**config.mk**
```make
export PLATFORM = sky130hd
export DESIGN_NAME = ctt_top
export DESIGN_NICKNAME = d
export VERILOG_FILES = /design/src/ctt_pkg.sv /design/src/ctt_top.sv
export SDC_FILE = /design/constraint.sdc
export NUM_CORES = 1
export LEC_CHECK = 0
export ABC_AREA = 1
export BUFFER_PORTS_ARGS = -buffer_cell sky130_fd_sc_hd__buf_2
export CELL_PAD_IN_SITES_DETAIL_PLACEMENT = 0
export CELL_PAD_IN_SITES_GLOBAL_PLACEMENT = 1
export CORE_ASPECT_RATIO = 1.4
export CORE_UTILIZATION = 49
export CTS_BUF_LIST = sky130_fd_sc_hd__clkbuf_4 sky130_fd_sc_hd__clkbuf_8
export CTS_CLUSTER_SIZE = 8
export DETAILED_ROUTE_END_ITERATION = 7
export PLACE_DENSITY = 0.95
export SYNTH_ARGS = -nofsm -noshare
export SYNTH_HDL_FRONTEND = slang
export SYNTH_SLANG_ARGS = --single-unit
```
**constraint.sdc**
```tcl
create_clock -name MCLK_IN -period 10.5 [get_ports MCLK_IN]
set_clock_uncertainty 0.05 [all_clocks]
set_input_delay 1.05 -clock MCLK_IN [delete_from_list [all_inputs] [get_ports MCLK_IN]]
set_output_delay 1.05 -clock MCLK_IN [all_outputs]
set_load 0.03 [all_outputs]
```
**src/ctt_pkg.sv**
```systemverilog
// Constants, field layout and carrier types of the compact 10-bit timer.
// Assumes a single 100 MHz clock that also stands in for the high clock.
`default_nettype none
package ctt_pkg;
  // ****************************************
  // Timing
  // ****************************************
  localparam int unsigned CLK_HZ = 100_000_000;
  localparam int unsigned SUB_HZ = 32768;
  localparam int unsigned SUB_DIV = CLK_HZ / SUB_HZ;
  localparam logic [11:0] SUB_LAST = 12'(SUB_DIV - 1);
  // ****************************************
  // Register offsets
  // ****************************************
  localparam logic [2:0] OFS_CTRL0 = 3'h0;
  localparam logic [2:0] OFS_CTRL1 = 3'h1;
  localparam logic [2:0] OFS_CNT_LO = 3'h2;
  localparam logic [2:0] OFS_CNT_HI = 3'h3;
  localparam logic [2:0] OFS_CMPA_LO = 3'h4;
  localparam logic [2:0] OFS_CMPA_HI = 3'h5;
  localparam logic [7:0] RST_BYTE = 8'h00;
  // ****************************************
  // Field positions
  // ****************************************
  localparam int C0_PAU = 7;
  localparam int C0_CK_LSB = 4;
  localparam int C0_ON = 3;
  localparam int C0_RP_LSB = 0;
  localparam int C1_MODE_LSB = 6;
  localparam int C1_IO_LSB = 4;
  localparam int C1_OC = 3;
  localparam int C1_POL = 2;
  localparam int C1_DPX = 1;
  localparam int C1_CCLR = 0;
  localparam int CNT_W = 10;
  localparam int P_LSB = 7;
  // ****************************************
  // Encodings
  // ****************************************
  localparam logic [2:0] CK_SYS_DIV4 = 3'h0;
  localparam logic [2:0] CK_SYS = 3'h1;
  localparam logic [2:0] CK_HI_DIV16 = 3'h2;
  localparam logic [2:0] CK_HI_DIV64 = 3'h3;
  localparam logic [2:0] CK_SUB_A = 3'h4;
  localparam logic [2:0] CK_SUB_B = 3'h5;
  localparam logic [2:0] CK_EXT_RISE = 3'h6;
  localparam logic [2:0] CK_EXT_FALL = 3'h7;
  localparam logic [1:0] MODE_CMP = 2'h0;
  localparam logic [1:0] MODE_PWM = 2'h2;
  localparam logic [1:0] MODE_TMR = 2'h3;
  localparam logic [1:0] IO_NONE = 2'h0;
  localparam logic [1:0] IO_LOW = 2'h1;
  localparam logic [1:0] IO_HIGH = 2'h2;
  localparam logic [1:0] IO_TOGGLE = 2'h3;
  localparam logic [1:0] IO_PWM = 2'h2;
  // ****************************************
  // Types
  // ****************************************
  typedef logic [7:0] ctt_byte_t;
  typedef struct packed {
    logic [2:0] addr;
    ctt_byte_t wdata;
    logic wr;
    logic rd;
  } ctt_bus_req_s;
  typedef struct packed {
    ctt_byte_t ctrl0;
    ctt_byte_t ctrl1;
    logic [CNT_W-1:0] compare_a_value;
    logic [CNT_W-1:0] cnt;
    ctt_byte_t lo_buf;
    ctt_byte_t rdata;
    logic en_d;
    logic [5:0] pre;
    logic [11:0] sub;
    logic ext_s1;
    logic ext_s2;
    logic ext_s3;
    logic ext_lvl;
    logic out_raw;
    logic pin;
    logic pin_b;
    logic int_a;
    logic int_p;
  } ctt_state_s;
endpackage
`default_nettype wire

```
**src/ctt_top.sv**
```systemverilog
// Compact 10-bit count-up timer with comparators A and P, output pin pair
// and a byte-wide register port. Assumes one 100 MHz clock, a master that
// never issues read and write strobes together, and an asynchronous
// external clock pin.
//
// Functional notes
// - Separate interrupt pulses for A and P matches
// - External clock edge selectable rising or falling
// - External pin can clock counter for events
// - Second output pin is inverse of first
// - Compare mode: match sets, clears or toggles output
// - PWM drives the same output pin pair
// - Low bytes move only on high-byte access
// - Low write buffers; high write commits both bytes
// - High read latches low byte into buffer
// - Ten-bit up-counter on internal or external clock
// - P compares top three bits; A all
// - Counter also cleared by enable rising edge
// - Counter clears on overflow or selected match
// - Compare, timer/counter and PWM modes
// - Counter read-only pair; compare A read/write pair
// - Counter high byte bits 1:0 hold bits 9:8
// - Counter high byte bits 7:2 read zero
// - Clock select picks prescaled, sub or pin clock
// - Enable rise clears counter; in compare mode it restores output
// - P value steps of 128, zero means 1024
// - Mode field: 00 compare, 10 PWM, 11 timer
//
// The address map and the plain strobed port are this design's own decisions.
`timescale 1ns/1ps
`default_nettype none
module ctt_top
  import ctt_pkg::*;
(
  input wire logic MCLK_IN,                        // System clock
  input wire logic RST_B_IN,                       // Sync reset, low
  input wire ctt_pkg::ctt_bus_req_s BUS_REQ_IN,    // Register request
  input wire logic EXT_CLK_PIN_IN,                 // External clock pin
  output logic [7:0] RD_DATA_OUT,                  // Read data, +1 cycle
  output logic TMR_OUT_PIN_OUT,                    // Timer output pin
  output logic TMR_OUT_INV_PIN_OUT,                // Inverted output pin
  output logic INT_A_OUT,                          // Compare A pulse
  output logic INT_P_OUT                           // Compare P pulse
);
  import ctt_pkg::*;

  // ****************************************
  // State and decoded fields
  // ****************************************
  ctt_state_s st_ff;
  ctt_state_s nxt_st;

  logic pau;
  logic [2:0] ck_sel;
  logic en;
  logic [2:0] rp;
  logic [1:0] mode;
  logic [1:0] io;
  logic oc;
  logic pol;
  logic dpx;
  logic cclr;
  logic ext_rise;
  logic ext_fall;
  logic tick;
  logic run;
  logic en_rise;
  logic ovf;
  logic [CNT_W-1:0] cnt_inc;
  logic p_hit;
  logic a_hit;
  logic clr_hit;
  logic [CNT_W-1:0] cnt_new;
  logic [CNT_W-1:0] duty;
  logic raw_new;
  logic pin_new;

  // True when the low n bits of the prescaler are all ones
  function automatic logic pre_full(input logic [5:0] v, input int n);
    logic r;
    r = 1'b1;
    for (int i = 0; i < 6; i++)
    begin
      if (i < n)
      begin
        r = r & v[i];
      end
    end
    return r;
  endfunction

  // Upper register byte of a count; bits 7:2 are unused and read zero
  function automatic ctt_byte_t hi_byte(input logic [CNT_W-1:0] v);
    ctt_byte_t r;
    r = 8'h00;
    r[1:0] = v[CNT_W-1:CNT_W-2];
    return r;
  endfunction

  // Filtered pin edge towards lvl, once stages two and three agree
  function automatic logic pin_edge(input logic s2, input logic s3,
                                    input logic held, input logic lvl);
    return (s2 == s3) && (s3 == lvl) && (held != lvl);
  endfunction

  assign pau = st_ff.ctrl0[C0_PAU];
  assign ck_sel = st_ff.ctrl0[C0_CK_LSB +: 3];
  assign en = st_ff.ctrl0[C0_ON];
  assign rp = st_ff.ctrl0[C0_RP_LSB +: 3];
  assign mode = st_ff.ctrl1[C1_MODE_LSB +: 2];
  assign io = st_ff.ctrl1[C1_IO_LSB +: 2];
  assign oc = st_ff.ctrl1[C1_OC];
  assign pol = st_ff.ctrl1[C1_POL];
  assign dpx = st_ff.ctrl1[C1_DPX];
  assign cclr = st_ff.ctrl1[C1_CCLR];

  // ****************************************
  // Clock source selection
  // ****************************************
  // A pin change counts once the second and third stages agree on it
  // A glitch shorter than one clock never reaches the counter
  assign ext_rise = pin_edge(st_ff.ext_s2, st_ff.ext_s3, st_ff.ext_lvl,
                             1'b1);
  assign ext_fall = pin_edge(st_ff.ext_s2, st_ff.ext_s3, st_ff.ext_lvl,
                             1'b0);

  always_comb
  begin
    case (ck_sel)
      CK_SYS_DIV4: tick = pre_full(st_ff.pre, 2);
      CK_SYS: tick = 1'b1;
      CK_HI_DIV16: tick = pre_full(st_ff.pre, 4);
      CK_HI_DIV64: tick = pre_full(st_ff.pre, 6);
      CK_SUB_A: tick = (st_ff.sub == SUB_LAST);
      CK_SUB_B: tick = (st_ff.sub == SUB_LAST);
      CK_EXT_RISE: tick = ext_rise;
      CK_EXT_FALL: tick = ext_fall;
      default: tick = 1'b0;
    endcase
  end

  // ****************************************
  // Counter and comparators
  // ****************************************
  // The prescaler runs free, so the first prescaled tick after enable
  // may come early by up to one prescaler period; the match spacing
  // after that first tick is exact.
  assign en_rise = en & ~st_ff.en_d;
  assign run = en & ~pau & tick;
  assign cnt_inc = st_ff.cnt + 10'h001;
  assign ovf = &st_ff.cnt;

  // P value zero stands for a full 1024-count period
  always_comb
  begin
    if (rp == 3'h0)
    begin
      p_hit = ovf;
    end
    else
    begin
      p_hit = (cnt_inc[CNT_W-1:P_LSB] == rp) &&
              (cnt_inc[P_LSB-1:0] == 7'h00);
    end
  end

  // A value zero is reached when the counter wraps
  always_comb
  begin
    if (st_ff.compare_a_value == 10'h000)
    begin
      a_hit = ovf;
    end
    else
    begin
      a_hit = (cnt_inc == st_ff.compare_a_value);
    end
  end

  // PWM takes its period from the swap bit, other modes from clear select
  always_comb
  begin
    if (mode == MODE_PWM)
    begin
      clr_hit = dpx ? a_hit : p_hit;
    end
    else
    begin
      clr_hit = cclr ? a_hit : p_hit;
    end
  end

  always_comb
  begin
    if (en_rise)
    begin
      cnt_new = 10'h000;
    end
    else if (run && (clr_hit || ovf))
    begin
      cnt_new = 10'h000;
    end
    else if (run)
    begin
      cnt_new = cnt_inc;
    end
    else
    begin
      cnt_new = st_ff.cnt;
    end
  end

  // ****************************************
  // Output waveform
  // ****************************************
  assign duty = dpx ? {rp, 7'h00} : st_ff.compare_a_value;

  always_comb
  begin
    raw_new = st_ff.out_raw;
    case (mode)
      MODE_CMP:
      begin
        if (en_rise)
        begin
          raw_new = oc;
        end
        else if (run && a_hit)
        begin
          case (io)
            IO_LOW: raw_new = 1'b0;
            IO_HIGH: raw_new = 1'b1;
            IO_TOGGLE: raw_new = ~st_ff.out_raw;
            default: raw_new = st_ff.out_raw;
          endcase
        end
      end
      MODE_TMR:
      begin
        // Timer mode keeps the output register as it stood
        raw_new = st_ff.out_raw;
      end
      MODE_PWM:
      begin
        // Active level is the initial-level bit; active while below duty
        case (io)
          IO_LOW: raw_new = oc;
          IO_PWM: raw_new = (cnt_new < duty) ? oc : ~oc;
          default: raw_new = ~oc;
        endcase
      end
      default: raw_new = st_ff.out_raw;
    endcase
  end

  // Timer mode leaves the pins frozen; polarity has no effect there
  always_comb
  begin
    if ((mode == MODE_CMP) || (mode == MODE_PWM))
    begin
      pin_new = raw_new ^ pol;
    end
    else
    begin
      pin_new = st_ff.pin;
    end
  end

  // ****************************************
  // Next state
  // ****************************************
  always_comb
  begin
    nxt_st = st_ff;
    nxt_st.pre = st_ff.pre + 6'h01;
    nxt_st.sub = (st_ff.sub == SUB_LAST) ? 12'h000 : st_ff.sub + 12'h001;
    nxt_st.ext_s1 = EXT_CLK_PIN_IN;
    nxt_st.ext_s2 = st_ff.ext_s1;
    nxt_st.ext_s3 = st_ff.ext_s2;
    if (st_ff.ext_s2 == st_ff.ext_s3)
    begin
      nxt_st.ext_lvl = st_ff.ext_s3;
    end
    nxt_st.en_d = en;
    nxt_st.cnt = cnt_new;
    nxt_st.out_raw = raw_new;
    nxt_st.pin = pin_new;
    nxt_st.pin_b = ~pin_new;
    // Matches are judged only on a timer tick, so each is one pulse
    nxt_st.int_a = run & a_hit;
    nxt_st.int_p = run & p_hit;
    // Read data stand for one cycle only, then fall back to zero
    nxt_st.rdata = 8'h00;
    // Write wins should a master ever raise both strobes together
    if (BUS_REQ_IN.wr)
    begin
      case (BUS_REQ_IN.addr)
        OFS_CTRL0: nxt_st.ctrl0 = BUS_REQ_IN.wdata;
        OFS_CTRL1: nxt_st.ctrl1 = BUS_REQ_IN.wdata;
        // Low write only reaches the shared buffer
        OFS_CMPA_LO: nxt_st.lo_buf = BUS_REQ_IN.wdata;
        OFS_CMPA_HI:
        begin
          nxt_st.compare_a_value = {BUS_REQ_IN.wdata[1:0], st_ff.lo_buf};
        end
        // Counter bytes have no write path
        default: nxt_st.lo_buf = st_ff.lo_buf;
      endcase
    end
    else if (BUS_REQ_IN.rd)
    begin
      case (BUS_REQ_IN.addr)
        OFS_CTRL0: nxt_st.rdata = st_ff.ctrl0;
        OFS_CTRL1: nxt_st.rdata = st_ff.ctrl1;
        OFS_CNT_HI:
        begin
          nxt_st.rdata = hi_byte(st_ff.cnt);
          nxt_st.lo_buf = st_ff.cnt[7:0];
        end
        OFS_CMPA_HI:
        begin
          nxt_st.rdata = hi_byte(st_ff.compare_a_value);
          nxt_st.lo_buf = st_ff.compare_a_value[7:0];
        end
        // Out-of-order access returns whatever the buffer holds
        OFS_CNT_LO: nxt_st.rdata = st_ff.lo_buf;
        OFS_CMPA_LO: nxt_st.rdata = st_ff.lo_buf;
        default: nxt_st.rdata = 8'h00;
      endcase
    end
  end

  // ****************************************
  // State register
  // ****************************************
  always_ff @(posedge MCLK_IN)
  begin
    if (!RST_B_IN)
    begin
      st_ff <= '0;
      st_ff.ctrl0 <= RST_BYTE;
      st_ff.ctrl1 <= RST_BYTE;
      st_ff.pin_b <= 1'b1;
    end
    else
    begin
      st_ff <= nxt_st;
    end
  end

  assign RD_DATA_OUT = st_ff.rdata;
  assign TMR_OUT_PIN_OUT = st_ff.pin;
  assign TMR_OUT_INV_PIN_OUT = st_ff.pin_b;
  assign INT_A_OUT = st_ff.int_a;
  assign INT_P_OUT = st_ff.int_p;

endmodule
`default_nettype wire

```
After elaboration in Yosys (flattened, before gate mapping):

Index checks and enable logic that the tools add are counted.

* logic and storage cells: 124
* bits in writable memories: 0
* memory bits (read-only): 0
* flip-flop bits (word level): 80
* latch bits: 0
* memories: 0

* shifts and indexed selects: 0
* multipliers: 0
* add/subtract/negate cells: 3
* mux-type cells: 31
* $lt $le $gt $ge: 1
* reduce and logical (&&, ||, !) cells: 26
* bitwise gates (word level): 24
* divide/modulo/power cells: 0
* equal/unequal tests: 21

Operators with widths (number)
* 10-bit two-way mux: 4
* 8-bit one-hot mux with 5 select lines: 1
* 3-bit == test (second input constant): 6
* 1-bit two-way mux: 18
* 16-bit two-way mux: 1
* 8-bit two-way mux: 2
* 8-bit one-hot mux with 2 select lines: 1
* 1-bit bitwise AND: 14
* 12-bit by 1-bit adder with 12-bit output (second input constant): 1
* 12-bit == test (second input constant): 1
* 3-bit by 2-bit == test with 1-bit output (second input constant): 4
* 10-bit by 1-bit adder with 10-bit output (second input constant): 1
* 10-bit == test: 1
* 10-bit zero test: 1
* 10-bit less-than comparator: 1
* 10-bit AND reduction: 1
* 3-bit zero test: 3
* 1-bit inverter: 9
* 1-bit logical AND: 7
* 7-bit zero test: 1
* 1-bit one-hot mux with 7 select lines: 1
* 6-bit by 1-bit adder with 6-bit output (second input constant): 1
* 2-bit == test (second input constant): 3
* 3-bit by 1-bit == test with 1-bit output (second input constant): 2
* 15 further kinds: 21

Logic depth before layout (Yosys ltp):

* word-level depth: 23
* mapped depth: 32
* gate-level depth less buffers: 31

Least setup slack after synthesis:

No wires, ideal clock.

* path type: reg2reg
* start: register st_ff[44] (netlist name)
* end: register with a tool-made name
* data arrival time: 3561 ps
* stages on the path, launching flop included: 32
* slack: 6769 ps
* buffers on the path: 1
* clock period less this slack: 3731 ps
* setup time: 120 ps
* path through: dfxtp_1 ha_1 nand2_1 nor2_1 inv_1 nand2_1 nand2_1 nor2_1 nand2_1 nor2_2 nand3_2 nand3_1 nand3_1 nand3_2 nand2_2 nand2_1 clkbuf_1 nor2_1 ha_1 a21oi_1 nor2_1 a211oi_1 o221a_2 nand2_1 nand2_1 nand3_1 nand2_1 nand3_2 nand3_1 nand2_1 nor2_1 nor2_1

RTL lines
* start: declaration: line ctt_top.sv:50 `ctt_state_s st_ff;`
* start signal: assignment: line ctt_top.sv:347 `st_ff <= nxt_st;`

==> impl_metrics.ini <==
[yosys]
synthesis.nets = 668
seq_area_frac_synth_pct = 36.7
synth_edf_count = 0
synth_xor_area_share_pct = 1.20
synthTopCellsByArea = dfxtp_1, nand2_1, inv_1, nor2_1, o21ai_0
synth_top_family_by_area = simple AND/OR/NAND/NOR gates
synth_ff_type = dfxtp_1
netlist_area_um2 = 4360
synthArstFlopShare_pct = 0
yosysTopAreaCellShare_pct = 36.7
yosysWarnings = 0
avgSynthCellArea_um2 = 6.89
synth_adder_area_share_pct = 5.45
ys_seq_elements = 80
synth_compound_area_share_pct = 17.9
yosysUniqueCellTypes = 41
synthMuxAreaShare_pct = 0
yosysMostFrequentCell = nand2_1
synth_commonest_cells = nand2_1, dfxtp_1, inv_1
synth.largest_area_cell = dfxtp_1
synthCells = 633
yosys.area_share.simple_pct = 29.0

[floorplanning]
coreArea_um2 = 8610
die_x_um = 81.8
initial_utilization_pct = 50.7
num_rows = 40
die-area_um2 = 9290
die_y_um = 114
num_io_pins = 28

[worst_setup_path]
path_common_cell = nand2_1
slowest_delay_ns = 0.48
crit_slowest_cell = dfxtp_1
critPathMaxFanout = 18
reg2reg_slack_ns = 6.19
critPathRequiredTime_ns = 10.70
rr_startpoint = st_ff[44]
cp.arrival_ns = 4.51
path_class = reg -> reg
endpoint_kind = register
crit_start = st_ff[44]
reg2reg_depth = 30
crit_path_start_kind = register

[pwr]
finalPower_mw = 0.603
p_leak_nw = 2.01
p_per_area_nw_per_um2 = 128
irDropWorstVdd_mv = 0.124

[min_path]
hold_path_class = reg -> reg

[clocking]
post_cts_resized = 0
clk_pin_slew_ns = 0.08
worstSkewPairLatency_ns = 0.36
cts-htree-levels = 3
cts-root-buf = clkbuf_8
cts_tree = built
ctsLongestPathBuffers = 2
cts.sinks = 80
holdBufCountCts = 0
postCtsSetupRepairBufs = 0
cts_buffers = 9

[timing]
fin_crit_sh_pct = 41.1
setup_viol = 0
finalWorstSetupSlack_ns = 6.19
relSlewSlack_pct = 49.3
whs_ns = 0.370
tns_ns = 0
fmax_mhz = 232
maxSlewViolCount = 0
fin_crit_ns = 4.31
tightest_slew_ns = 0.758
rsz0062_at_grt = false
final_hold_viol_count = 0

[layout]
drive_gt1_share_pct = 10.3
fill_cells = 889
nNetsFinal = 681
fin_cells = 755
final_util_pct = 54.6
design_area_um2 = 4700
syn2layout_area_growth_pct = 7.63
diodes = 0

[route]
wirelength_um = 12000
vias = 4218
wl_per_cell_um = 15.8
wl_met2_um = 6030
dr.pass1.iters = 5
dr.first_iter.drc_count = 209
drc_errors = 0
antenna_left = 0
met1_length_um = 4720
via_per_inst = 5.59
top_layer_used = met4
wl_met3_um = 422

[place]
portBuffers = 27
hpwl_um = 9470
place_ws_ns = 6.23
placed_cell_area_um2 = 4510
gp_congestion = 0.933
dp.cells = 740

[grt]
grt_pass1_wl_um = 18800
grt_pass1_vias = 3985
grt_overflow = 0
grt_max_degree = 43
antenna_found_initial = 0
grt_usage_pct = 27.5

[flow_run]
maxCapViolations = 0

[run_status]
outcome = complete, no violations
-- cells by family after synthesis --
kind of cell | count (synthesis)
AO/OA/AOI/OAI | 137
XOR/XNOR | 6
AND/OR/NAND/NOR | 287
buffers and inverters | 104
flip-flops | 80
adder cells (fa/ha/maj) | 19
-- report_power, final --
part	total [mW]	internal, mW	switching (mW)	leakage [nW]
Clock	0.222	0.116	0.105	0.102
Sequential	0.320	0.312	0.00768	0.649
Combinational	0.0617	0.0196	0.0421	1.26
Total	0.603	0.448	0.155	2.01
-- how the worst min path moves through the flow --
stage              start   endpoint  depth (start not counted)
6_report       nxt_st[7]  nxt_st[6]                          2
5_1_grt        nxt_st[7]  nxt_st[6]                          2
4_1_cts        nxt_st[7]  nxt_st[6]                          2
3_5_place_dp   nxt_st[7]  nxt_st[6]                          2
3_3_place_gp   nxt_st[7]  nxt_st[6]                          2
2_1_floorplan  nxt_st[7]  nxt_st[6]                          2
-- state kept, by name (all words and copies together), names as in the netlist, 2 cells and up, named ones only --
register and cells:
ck_sel 3, RD_DATA_OUT 8, mode 2, io 2, nxt_st 2, rp 3, st_ff 50
-- placed cells by master, fill, tap and decap left out, drive strengths merged, types with 2 or more instances in the layout --
cell      n
a21oi    45
a31oi     9
nand3    43
o22ai     9
ha       19
o21ai    51
nand2   145
buf      28
or2       2
nand4     6
dfxtp    80
inv      77
xnor2     2
o211ai   10
clkinv    4
a211oi    4
xor2      4
clkbuf   11
nor3     18
nor2     71
-- layer usage --
metal  track usage, %  vias to the layer above
met3             3.76                       39
met2             46.9                      117
met4             19.6                        0
met1             30.3                     1947
met5                0                        -
li1                 -                     2115
-- worst max-delay path, delay by kind of cell (launching register included) --
kind,cells,cell delay (ns)
adder cells (fa/ha/maj),2,0.60
flip-flops,1,0.48
AND/OR/NAND/NOR,24,2.37
buffers and inverters,1,0.07
AO/OA/AOI/OAI,3,0.62
-- layout make-up --
cell class / count / area (µm²) / share of cell area (%)
clock inverters: 4 / 45.0 / 0.959
inverters: 78 / 293 / 6.23
well taps: 105 / 131 / 2.80
repair buffers: 28 / 143 / 3.04
clock buffers: 11 / 145 / 3.09
flip-flops and latches: 80 / 1600 / 34.1
multi-input cells: 449 / 2340 / 49.8
Note: power is estimated with default switching activity, not from simulation.
